File: src/dof_pkg.sv
// Package with register codes, field layouts and timing for the overheat block.
package dof_pkg;
    localparam logic [7:0] THRESHOLD_CODE = 8'h4f;
    localparam logic [7:0] ACTION_CODE = 8'h50;
    localparam logic [7:0] COMM_STATUS_CODE = 8'h7e;
    localparam logic [4:0] THR_EXPONENT = 5'h02;
    localparam int THR_EXP_MSB = 15;
    localparam int THR_EXP_LSB = 11;
    localparam int THR_RO_MSB = 15;
    localparam int THR_RO_LSB = 6;
    localparam int THR_MANT_W = 6;
    localparam logic [5:0] THR_MANT_DEFAULT = 6'h22;
    localparam logic [5:0] THR_MANT_LOW = 6'h1e;
    localparam logic [5:0] THR_MANT_HIGH = 6'h25;
    localparam int ACT_FIXED_BIT = 7;
    localparam int ACT_UNUSED_BIT = 6;
    localparam int ACT_RETRY_MSB = 5;
    localparam int ACT_RETRY_LSB = 3;
    localparam logic [2:0] RETRY_LATCH = 3'h0;
    localparam logic [2:0] RETRY_AUTO = 3'h7;
    localparam logic RETRY_BIT_DEFAULT = 1'b0;
    localparam int CML_IVD_BIT = 6;
    localparam int RESTART_DELAY_MS = 52;
    localparam int CLK_HZ = 20000000;
    localparam int RESTART_CYCLES = RESTART_DELAY_MS * (CLK_HZ / 1000);
    typedef enum logic [1:0] {
        DOF_RUN,
        DOF_LATCHED,
        DOF_WAIT
    } dof_state_t;
endpackage

File: src/dof_overheat.sv
// Die overtemperature threshold, action register and fault response.
`timescale 1ns/1ns
`default_nettype none

module dof_overheat #(
    parameter int RESTART_CYCLES = dof_pkg::RESTART_CYCLES
) (
    // Clock and reset.
    input wire logic sys_clk,
    input wire logic rst_n,
    // Command access from the management bus engine.
    input wire logic cmd_wr,
    input wire logic cmd_rd,
    input wire logic [7:0] cmd_code,
    input wire logic [15:0] cmd_wdata,
    output logic [15:0] cmd_rdata,
    output logic cmd_nack,
    // Nonvolatile restore of the stored settings.
    input wire logic nvm_load,
    input wire logic [5:0] nvm_mantissa,
    input wire logic nvm_retry_bit,
    // Telemetry, enable, and status clears.
    input wire logic [7:0] die_temp_c,
    input wire logic conv_enable,
    input wire logic flag_clear,
    input wire logic cml_clear,
    // Status and power stage control.
    output logic overheat_fault_flag,
    output logic cml_summary,
    output logic cml_invalid_data,
    output logic host_alert_line_n,
    output logic output_enable
);
    logic [5:0] mant_r;
    logic retry_r;
    logic [15:0] cmd_rdata_r;
    logic cmd_nack_r;
    logic flag_r;
    logic cml_r;
    logic ivd_r;
    logic en_d_r;
    logic [31:0] wait_cnt_r;
    dof_pkg::dof_state_t state_r;
    logic [7:0] applied_c;
    logic over_temp;
    logic wr_thr, wr_act, bad_thr, bad_act;
    logic [2:0] retry_field;

    // Snap a mantissa to the hardware's temperature setting.
    // Results are whole degrees Celsius, from 115 up to 150 in steps of 5.
    function automatic logic [7:0] snap_temp(input logic [5:0] m);
        if (m < 6'h1e) begin
            snap_temp = 8'h73;
        end else if (m == 6'h1e) begin
            snap_temp = 8'h78;
        end else if (m == 6'h1f) begin
            snap_temp = 8'h7d;
        end else if (m < 6'h22) begin
            snap_temp = 8'h82;
        end else if (m == 6'h22) begin
            snap_temp = 8'h87;
        end else if (m == 6'h23) begin
            snap_temp = 8'h8c;
        end else if (m == 6'h24) begin
            snap_temp = 8'h91;
        end else begin
            snap_temp = 8'h96;
        end
    endfunction

    // Canonical code stored per setting, used on restore.
    function automatic logic [5:0] fixed_code(input logic [5:0] m);
        if (m < dof_pkg::THR_MANT_LOW) begin
            fixed_code = 6'h1d;
        end else if (m == 6'h21) begin
            fixed_code = 6'h20;
        end else if (m > dof_pkg::THR_MANT_HIGH) begin
            fixed_code = 6'h25;
        end else begin
            fixed_code = m;
        end
    endfunction

    assign retry_field = {3{retry_r}};
    assign wr_thr = cmd_wr && cmd_code == dof_pkg::THRESHOLD_CODE;
    assign wr_act = cmd_wr && cmd_code == dof_pkg::ACTION_CODE;
    // Any change to the upper bits counts, so they must match what reads back.
    assign bad_thr = wr_thr && cmd_wdata[15:6] != {dof_pkg::THR_EXPONENT,
        5'h00};
    assign bad_act = wr_act && (cmd_wdata[5:3] != dof_pkg::RETRY_LATCH &&
        cmd_wdata[5:3] != dof_pkg::RETRY_AUTO);
    assign applied_c = snap_temp(mant_r);
    assign over_temp = die_temp_c >= applied_c;

    always_ff @(posedge sys_clk or negedge rst_n) begin
        if (!rst_n) begin
            mant_r <= dof_pkg::THR_MANT_DEFAULT;
        end else if (nvm_load) begin
            mant_r <= fixed_code(nvm_mantissa);
        end else if (wr_thr && !bad_thr) begin
            mant_r <= cmd_wdata[5:0];
        end
    end

    always_ff @(posedge sys_clk or negedge rst_n) begin
        if (!rst_n) begin
            retry_r <= dof_pkg::RETRY_BIT_DEFAULT;
        end else if (nvm_load) begin
            retry_r <= nvm_retry_bit;
        end else if (wr_act && !bad_act) begin
            retry_r <= cmd_wdata[5];
        end
    end

    always_ff @(posedge sys_clk or negedge rst_n) begin
        if (!rst_n) begin
            cmd_rdata_r <= 16'h0000;
        end else if (cmd_rd) begin
            if (cmd_code == dof_pkg::THRESHOLD_CODE) begin
                cmd_rdata_r <= {dof_pkg::THR_EXPONENT, 5'h00,
                    mant_r};
            end else if (cmd_code == dof_pkg::ACTION_CODE) begin
                cmd_rdata_r <= {8'h00, 1'b1, 1'b0, retry_field,
                    retry_field};
            end else if (cmd_code == dof_pkg::COMM_STATUS_CODE) begin
                cmd_rdata_r <= {8'h00, 1'b0, ivd_r, 6'h00};
            end else begin
                cmd_rdata_r <= 16'h0000;
            end
        end
    end

    always_ff @(posedge sys_clk or negedge rst_n) begin
        if (!rst_n) begin
            cmd_nack_r <= 1'b0;
        end else begin
            cmd_nack_r <= bad_thr || bad_act;
        end
    end

    // Set wins over a clear arriving in the same cycle.
    always_ff @(posedge sys_clk or negedge rst_n) begin
        if (!rst_n) begin
            cml_r <= 1'b0;
            ivd_r <= 1'b0;
        end else if (bad_thr || bad_act) begin
            cml_r <= 1'b1;
            ivd_r <= 1'b1;
        end else if (cml_clear) begin
            cml_r <= 1'b0;
            ivd_r <= 1'b0;
        end
    end

    always_ff @(posedge sys_clk or negedge rst_n) begin
        if (!rst_n) begin
            flag_r <= 1'b0;
        end else if (over_temp && state_r == dof_pkg::DOF_RUN) begin
            flag_r <= 1'b1;
        end else if (flag_clear) begin
            flag_r <= 1'b0;
        end
    end

    always_ff @(posedge sys_clk or negedge rst_n) begin
        if (!rst_n) begin
            // Resets high so an enable held high through reset is no toggle.
            en_d_r <= 1'b1;
        end else begin
            en_d_r <= conv_enable;
        end
    end

    // The wait counter only matters while restarting, so it reloads on entry.
    always_ff @(posedge sys_clk or negedge rst_n) begin
        if (!rst_n) begin
            state_r <= dof_pkg::DOF_RUN;
            wait_cnt_r <= 32'h0000_0000;
        end else begin
            unique case (state_r)
                dof_pkg::DOF_RUN: begin
                    if (over_temp) begin
                        if (retry_r) begin
                            state_r <= dof_pkg::DOF_WAIT;
                        end else begin
                            state_r <= dof_pkg::DOF_LATCHED;
                        end
                        wait_cnt_r <= 32'h0000_0000;
                    end
                end
                dof_pkg::DOF_LATCHED: begin
                    if (!flag_r && conv_enable && !en_d_r) begin
                        state_r <= dof_pkg::DOF_RUN;
                    end
                end
                dof_pkg::DOF_WAIT: begin
                    if (!conv_enable) begin
                        state_r <= dof_pkg::DOF_RUN;
                    end else if (wait_cnt_r >= 32'(RESTART_CYCLES - 1)) begin
                        state_r <= dof_pkg::DOF_RUN;
                    end else begin
                        wait_cnt_r <= wait_cnt_r + 32'h0000_0001;
                    end
                end
                default: begin
                    state_r <= dof_pkg::DOF_RUN;
                end
            endcase
        end
    end

    assign cmd_rdata = cmd_rdata_r;
    assign cmd_nack = cmd_nack_r;
    assign overheat_fault_flag = flag_r;
    assign cml_summary = cml_r;
    assign cml_invalid_data = ivd_r;
    assign host_alert_line_n = !(flag_r || cml_r);
    assign output_enable = conv_enable &&
        state_r == dof_pkg::DOF_RUN;
endmodule

`default_nettype wire

File: config.mk
export PLATFORM = sky130hd
export DESIGN_NAME = dof_overheat
export DESIGN_NICKNAME = d
export VERILOG_FILES = /design/src/dof_pkg.sv /design/src/dof_overheat.sv
export SDC_FILE = /design/constraint.sdc
export NUM_CORES = 1
export LEC_CHECK = 0
export BUFFER_PORTS_ARGS = -buffer_cell sky130_fd_sc_hd__buf_2
export CORE_UTILIZATION = 35
export CTS_BUF_LIST = sky130_fd_sc_hd__clkbuf_2 sky130_fd_sc_hd__clkbuf_4 sky130_fd_sc_hd__clkbuf_8
export DETAILED_ROUTE_END_ITERATION = 10
export PLACE_DENSITY = 0.55
export SYNTH_ARGS = -nofsm -noshare
export SYNTH_HDL_FRONTEND = slang
export SYNTH_SLANG_ARGS = --single-unit
File: constraint.sdc
create_clock -name sys_clk -period 3.1 [get_ports sys_clk]
set_input_delay 0.62 -clock sys_clk [delete_from_list [all_inputs] [get_ports sys_clk]]
set_output_delay 0.62 -clock sys_clk [all_outputs]
set_load 0.005 [all_outputs]
; After elaboration in Yosys (flattened, before gate mapping)
; Cells that the tools add are included.
[classes]
n_addsub = 1
multipliers = 0
n_div = 0
n_lt_le_gt_ge = 6
eq_ne = 18
shift = 0
muxes = 31
bitwise = 0
n_reduce_logical = 27
[op_table]
columns = operator, count
row1 = $mux 32, 3
row2 = $pmux 32 s2, 1
row3 = $add 32x1->32 const B, 1
row4 = $ge 32x20->1 const B, 1
row5 = $mux 8, 4
row6 = $mux 6, 5
row7 = $eq 6x6->1 const B, 4
row8 = $eq 8x7->1 const B, 3
row9 = $mux 5, 3
row10 = $mux 13, 1
row11 = $eq 6x5->1 const B, 2
row12 = $lt 6x5->1 const B, 2
row13 = $logic_and 1x1->1, 11
row14 = $mux 2, 5
row15 = $ne 10x7->1 const B, 1
row16 = $reduce_bool 2->1, 5
row17 = $ge 8x8->1, 1
row18 = $ne 2x2->1 const B, 4
row19 = $mux 7, 1
row20 = $gt 6x6->1 const B, 1
row21 = $lt 6x6->1 const B, 1
row22 = $mux 1, 6
row23 = $ne 3x3->1 const B, 2
row24 = $pmux 2 s3, 1
row25 = other kinds (9), 14
[totals]
register_bits = 61
latch_bits = 0
ramBits = 0
rom_bits = 0
inputBits = 47
out_inout_bits = 22
mem_count = 0

; Longest topological paths before layout
[logic_depth]
ltp_word = 11
depth_mapped = 13

; Worst setup path after synthesis
; Ideal clock, no wire load.
[synth_path]
path_kind = reg2reg
startpoint = register mant_r[5]
endpoint = register wait_cnt_r[29]
setup_ps = 66
t_arrival_ps = 2786
slack_ps = 248
path_stages_with_launch = 13
path_buffers = 2
synth_period_minus_slack_ps = 2852
cell_sequence = dfstp_2 clkbuf_1 inv_1 or3_1 nor2_1 a32o_1 nand2_1 ha_1 a2111o_1 a31oi_1 a21boi_4 buf_6 and2_1
[synth_between]
elab_chain_cells = 11
elab_cells_between_ends = 17
[synth_lines]
columns = element, line_no
row1 = from (decl), dof_overheat.sv:34  ; logic [5:0] mant_r;
row2 = from (signal assigned), dof_overheat.sv:97  ; mant_r <= dof_pkg::THR_MANT_DEFAULT;
row3 = from (signal assigned), dof_overheat.sv:99  ; mant_r <= fixed_code(nvm_mantissa);
row4 = from (signal assigned), dof_overheat.sv:101  ; mant_r <= cmd_wdata[5:0];
row5 = $eq 6x6->1, dof_overheat.sv:64  ; end else if (m == 6'h24) begin
row6 = $mux 3, dof_overheat.sv:64
row7 = $mux 5, dof_overheat.sv:62  ; end else if (m == 6'h23) begin
row8 = $mux 5, dof_overheat.sv:60  ; end else if (m == 6'h22) begin
row9 = $mux 5, dof_overheat.sv:58  ; end else if (m < 6'h22) begin
row10 = $mux 8, dof_overheat.sv:56  ; end else if (m == 6'h1f) begin
row11 = $mux 8, dof_overheat.sv:54  ; end else if (m == 6'h1e) begin
row12 = $mux 8 *, dof_overheat.sv:52  ; if (m < 6'h1e) begin
row13 = $ge 8x8->1 *, dof_overheat.sv:93  ; assign over_temp = die_temp_c >= applied_c;
row14 = $ne 2x2->1 (no source line) *, n/a
row15 = $reduce_and 4->1 (no source line) *, n/a
row16 = to (signal assigned), dof_overheat.sv:202  ; wait_cnt_r <= wait_cnt_r + 32'h0000_0001;
row17 = to (decl), dof_overheat.sv:42  ; logic [31:0] wait_cnt_r;
; Mark *: on every way between the ends. The rest lies on a longest branch, timed or not.
; A chain may end at the register's enable or synchronous reset.

; Final worst setup path
[layout_path]
startpoint = register mant_r[5]
endpoint = register wait_cnt_r[8]
; Same word-level chain as after synthesis.

==> flow_summary.rst <==
.. list-table::
   :header-rows: 1

   * - Metric
     - Value
   * - Clock-pin slew reported for the worst setup and hold paths after clock tree synthesis
     - approximately 0.10 ns
   * - Period minus WS final
     - between 2 and 3 ns
   * - Part of the Yosys area used for sequential elements
     - roughly 43%
   * - Max H-tree Level
     - 2
   * - TNS Setup
     - 0 ns
   * - Synth Cell Area
     - roughly 3200 sq um
   * - Number of distinct standard cells referenced by the synthesized netlist
     - 66
   * - Synthesized netlist cell count
     - around 320
   * - Ports
     - 69
   * - Count of buffer and inverter cells on the critical path
     - 2
   * - Fraction of the core area covered by cells at the end of the flow
     - between 40% and 50%
   * - Effective utilization at floorplan
     - ~36%
   * - Antenna violations before repair
     - 0
   * - Core area
     - approximately 9000 sq um
   * - Data required time at the worst endpoint
     - about 3.3 ns
   * - Yosys warning total
     - 0
   * - Max-slew violations
     - 0
   * - Setup clock skew after layout
     - a little under 0.01 ns
   * - Ys async rst share
     - 100%
   * - CTS Hold Buffers Added
     - 0
   * - # setup viols final
     - 0
   * - Pre-antenna DRT Iters
     - 4
   * - Total detailed-routing wirelength
     - 7560 microns
   * - Flop and latch count out of synthesis
     - 54
   * - Standard cell area after detailed placement
     - 3530 sq um
   * - Final GP Congestion
     - ~0.9
   * - Worst slack at placement
     - about 0.24 ns
   * - Total Routing Usage GR
     - around 16%
   * - Kind of end point of the critical path
     - flip-flop
   * - Critical setup path kind
     - flip-flop to flip-flop
   * - Logic gate share of total power
     - around 28%
   * - Final design area excluding fillers
     - approximately 3600 sq um
   * - Root Buffer Master
     - sky130_fd_sc_hd__clkbuf_8
   * - Clock insertion delay at the later pin of the skew report
     - 0.31 ns
   * - Power per cell area
     - between 500 and 600 nW/um^2
   * - TritonCTS clock tree
     - built
   * - Via count of the first global-routing pass
     - between 2k and 2.5k
   * - Max stage delay cell, worst path
     - sky130_fd_sc_hd__dfstp_2
   * - Half-perimeter wire length after placement
     - 5580 microns
   * - Arrival @ worst endpoint
     - approximately 3.1 ns
   * - Die Outline Area
     - 9460 sq um
   * - Vias after detailed routing
     - 2,680
   * - Leak Pwr
     - roughly 1.7 nW
   * - Total inserted antenna cells
     - 0
   * - Number of buffers on the longest clock path
     - 2
   * - Final hold violation count
     - 0
   * - Met1 Use GR
     - a little under a quarter
   * - Most frequently used flop master after synthesis
     - sky130_fd_sc_hd__dfrtp_1
   * - Drt wl/cell
     - 15.6 microns
   * - Most Crowded Layer GR
     - met2
   * - Net switching power
     - 0.637 mW
   * - Number of enable-type register cells in the synthesized netlist
     - 0
   * - Maximum number of pins on one net before global-route repair
     - 32
   * - Avg Inst Size Synth
     - 9.86 sq um
   * - Height of the die
     - between 90 and 100 microns
   * - Cell-by-cell listing of the critical path
     - inv_1, or3_1, nor2_1, a32o_1, nand2_1, ha_1, a2111o_1, a31oi_1, buf_4, o21ai_2, o221ai_1
   * - Clock share of power
     - 25.3%
   * - GR Layer Usage met2
     - a little over a quarter
   * - Crit-path leading delay family
     - compound AO/OA/AOI/OAI gates
   * - Sequential group share of total power
     - between 40% and 50%
   * - Internal power contribution
     - between 1 and 1.5 mW
   * - Worst max-slew margin expressed relative to the limit
     - 45.6%
   * - Highest clock frequency the design can meet
     - roughly 350 MHz
   * - Net switching fraction of the power
     - 34.9%
   * - Grt total ovfl
     - 0
   * - Met3 usage in global routing
     - slightly below 3%
   * - Detail-routed via count per cell
     - 5.53
   * - Net count reported at finish
     - about 430
   * - Internal reg-to-reg setup slack
     - roughly 0.23 ns
   * - Buffers added on ports
     - slightly above 60
   * - Startpoint class of the critical path
     - flip-flop
   * - Max capacitance violation total
     - 0
   * - Signed area change from the synthesized netlist to the final layout
     - 14.5%
   * - Die outline width
     - 97.3 microns
   * - Row cnt
     - 34
   * - Smallest hold slack
     - just under 0.3 ns
   * - Post-layout worst setup margin
     - around 0.23 ns
   * - Unrepaired setup endpoints after global routing
     - false
   * - CTS Buf Count
     - 5
   * - DRC violations left
     - 0
   * - Sink Count
     - 54
   * - Number of nets still failing antenna checks after routing
     - 0
   * - Share of cells above drive strength 1
     - between 20% and 30%
   * - Post-cts repair resize count
     - 0
   * - Transition time at the pin with the least slew margin
     - around 0.8 ns
   * - Most frequent cells in the layout
     - 61 x sky130_fd_sc_hd__buf_2, 51 x sky130_fd_sc_hd__dfrtp_1, 20 x sky130_fd_sc_hd__nand2_1
   * - Largest stage delay, worst path
     - between 0.6 and 0.7 ns
   * - Class of the tightest hold or removal check
     - input port to async pin
   * - DRC violation total after the first TritonRoute iteration
     - between 80 and 90
   * - Wire length of the first global-routing pass
     - 12,600 microns
   * - Maximum fanout along the worst path
     - 17
   * - Result of the run
     - finished clean
   * - Post-CTS repair timing setup buffer count
     - 0
   * - Final Cycle Share
     - between 90 and 100%
   * - Commonest non-fill, non-tap cell in the layout
     - sky130_fd_sc_hd__buf_2
   * - Max IR drop VDD
     - between 0.15 and 0.2 mV
## registers in the layout, summed over array words and instances (netlist names), 2 cells and up
register,flops
wait_cnt_r,32
state_r,2
cmd_rdata,9
mant_r,6
## through the flow
| step | power (mW) | cells |
|---|---|---|
| detailed placement | 1.38 | 477 |
| CTS | 1.85 | 485 |
| global placement | 1.38 | 477 |
| global route | 1.95 | 485 |
| floorplan | 1.23 | 328 |
| finish | 1.82 | 485 |
## area by class of cell
class | instances | area (sq um)
clock buffers | 8 | 110
fillers | 889 | 5130
inverters | 16 | 60.1
multi-input cells | 232 | 1630
flip-flops and latches | 54 | 1360
well taps | 108 | 135
repair buffers | 67 | 350
## final timing paths
path,start,end,depth (start not counted)
max,mant_r[5],wait_cnt_r[8],11
min,rst_n,cmd_rdata[6],2
max reg2reg,mant_r[5],wait_cnt_r[8],11
min reg2reg,wait_cnt_r[23],wait_cnt_r[23],1
max in group asynchronous,rst_n,en_d_r,2
min in group sys_clk,conv_enable,en_d_r,1
## cell families after synthesis
logic type / after synthesis / synth area share, %
adders and majority gates: 10 / 3.86
AOI/OAI and AO/OA: 82 / 20.2
other: 1 / 0.118
DFF: 54 / 42.7
and+or+nand+nor: 124 / 23.4
buffers and inverters: 42 / 6.86
muxes: 9 / 2.96
## cell usage after synthesis, types with 2 or more instances
master	n	share of area [%]
sky130_fd_sc_hd__nand3_1	8	1.3
sky130_fd_sc_hd__nor4_1	5	0.99
sky130_fd_sc_hd__a21oi_1	5	0.79
sky130_fd_sc_hd__a221o_1	7	2.2
sky130_fd_sc_hd__o211ai_1	2	0.47
sky130_fd_sc_hd__o21ai_0	13	2.0
sky130_fd_sc_hd__a41oi_1	4	1.1
sky130_fd_sc_hd__or3_1	2	0.39
sky130_fd_sc_hd__o21ai_1	3	0.47
sky130_fd_sc_hd__dfrtp_1	51	40
sky130_fd_sc_hd__nand2_1	20	2.4
sky130_fd_sc_hd__or4_1	5	1.2
sky130_fd_sc_hd__inv_1	16	1.9
sky130_fd_sc_hd__mux2i_1	6	1.9
sky130_fd_sc_hd__and3_1	10	2.0
sky130_fd_sc_hd__o221ai_1	4	1.1
sky130_fd_sc_hd__nor2_1	18	2.1
sky130_fd_sc_hd__mux2_2	3	1.1
sky130_fd_sc_hd__clkbuf_1	13	1.5
sky130_fd_sc_hd__and4_1	3	0.83
sky130_fd_sc_hd__ha_1	9	3.5
sky130_fd_sc_hd__nor3_1	6	0.95
sky130_fd_sc_hd__o311a_1	2	0.63
sky130_fd_sc_hd__nand2b_1	5	0.99
sky130_fd_sc_hd__nand4_1	12	2.4
sky130_fd_sc_hd__nor2b_1	3	0.59
sky130_fd_sc_hd__a22oi_1	2	0.47
sky130_fd_sc_hd__dfstp_2	3	2.5
sky130_fd_sc_hd__buf_6	3	1.1
sky130_fd_sc_hd__and2_1	16	3.2
sky130_fd_sc_hd__buf_4	10	2.4
sky130_fd_sc_hd__a211oi_1	2	0.47
sky130_fd_sc_hd__a21o_1	2	0.47
sky130_fd_sc_hd__a31oi_1	15	3.0
sky130_fd_sc_hd__o21a_1	3	0.71
## power groups by stage
stage                     combinational (mW)  clock (mW)  sequential, mW
after floorplan                        0.414           0           0.812
after global placement                 0.516           0           0.862
after detailed placement               0.523           0           0.862
after CTS                              0.524       0.476           0.848
after global routing                   0.581       0.503           0.866
final                                  0.517       0.461           0.847
## routing by layer
layer	vias up	share of wire (%)	routed length [microns]
met4	0	0.87	66
met2	57	48	3630
li1	1314	-	-
met3	6	3.9	298
met1	1303	47	3560
met5	-	0	0
## worst reg2reg max path: cells and delay by family, from the launching register on
family	cells	cell delay, ns
AO/OA/AOI/OAI	5	1.10
flip-flops	1	0.63
AND/OR/NAND/NOR	3	0.59
buffers and inverters	2	0.27
adder cells (fa/ha/maj)	1	0.19
(Power assumes the default switching activity.)
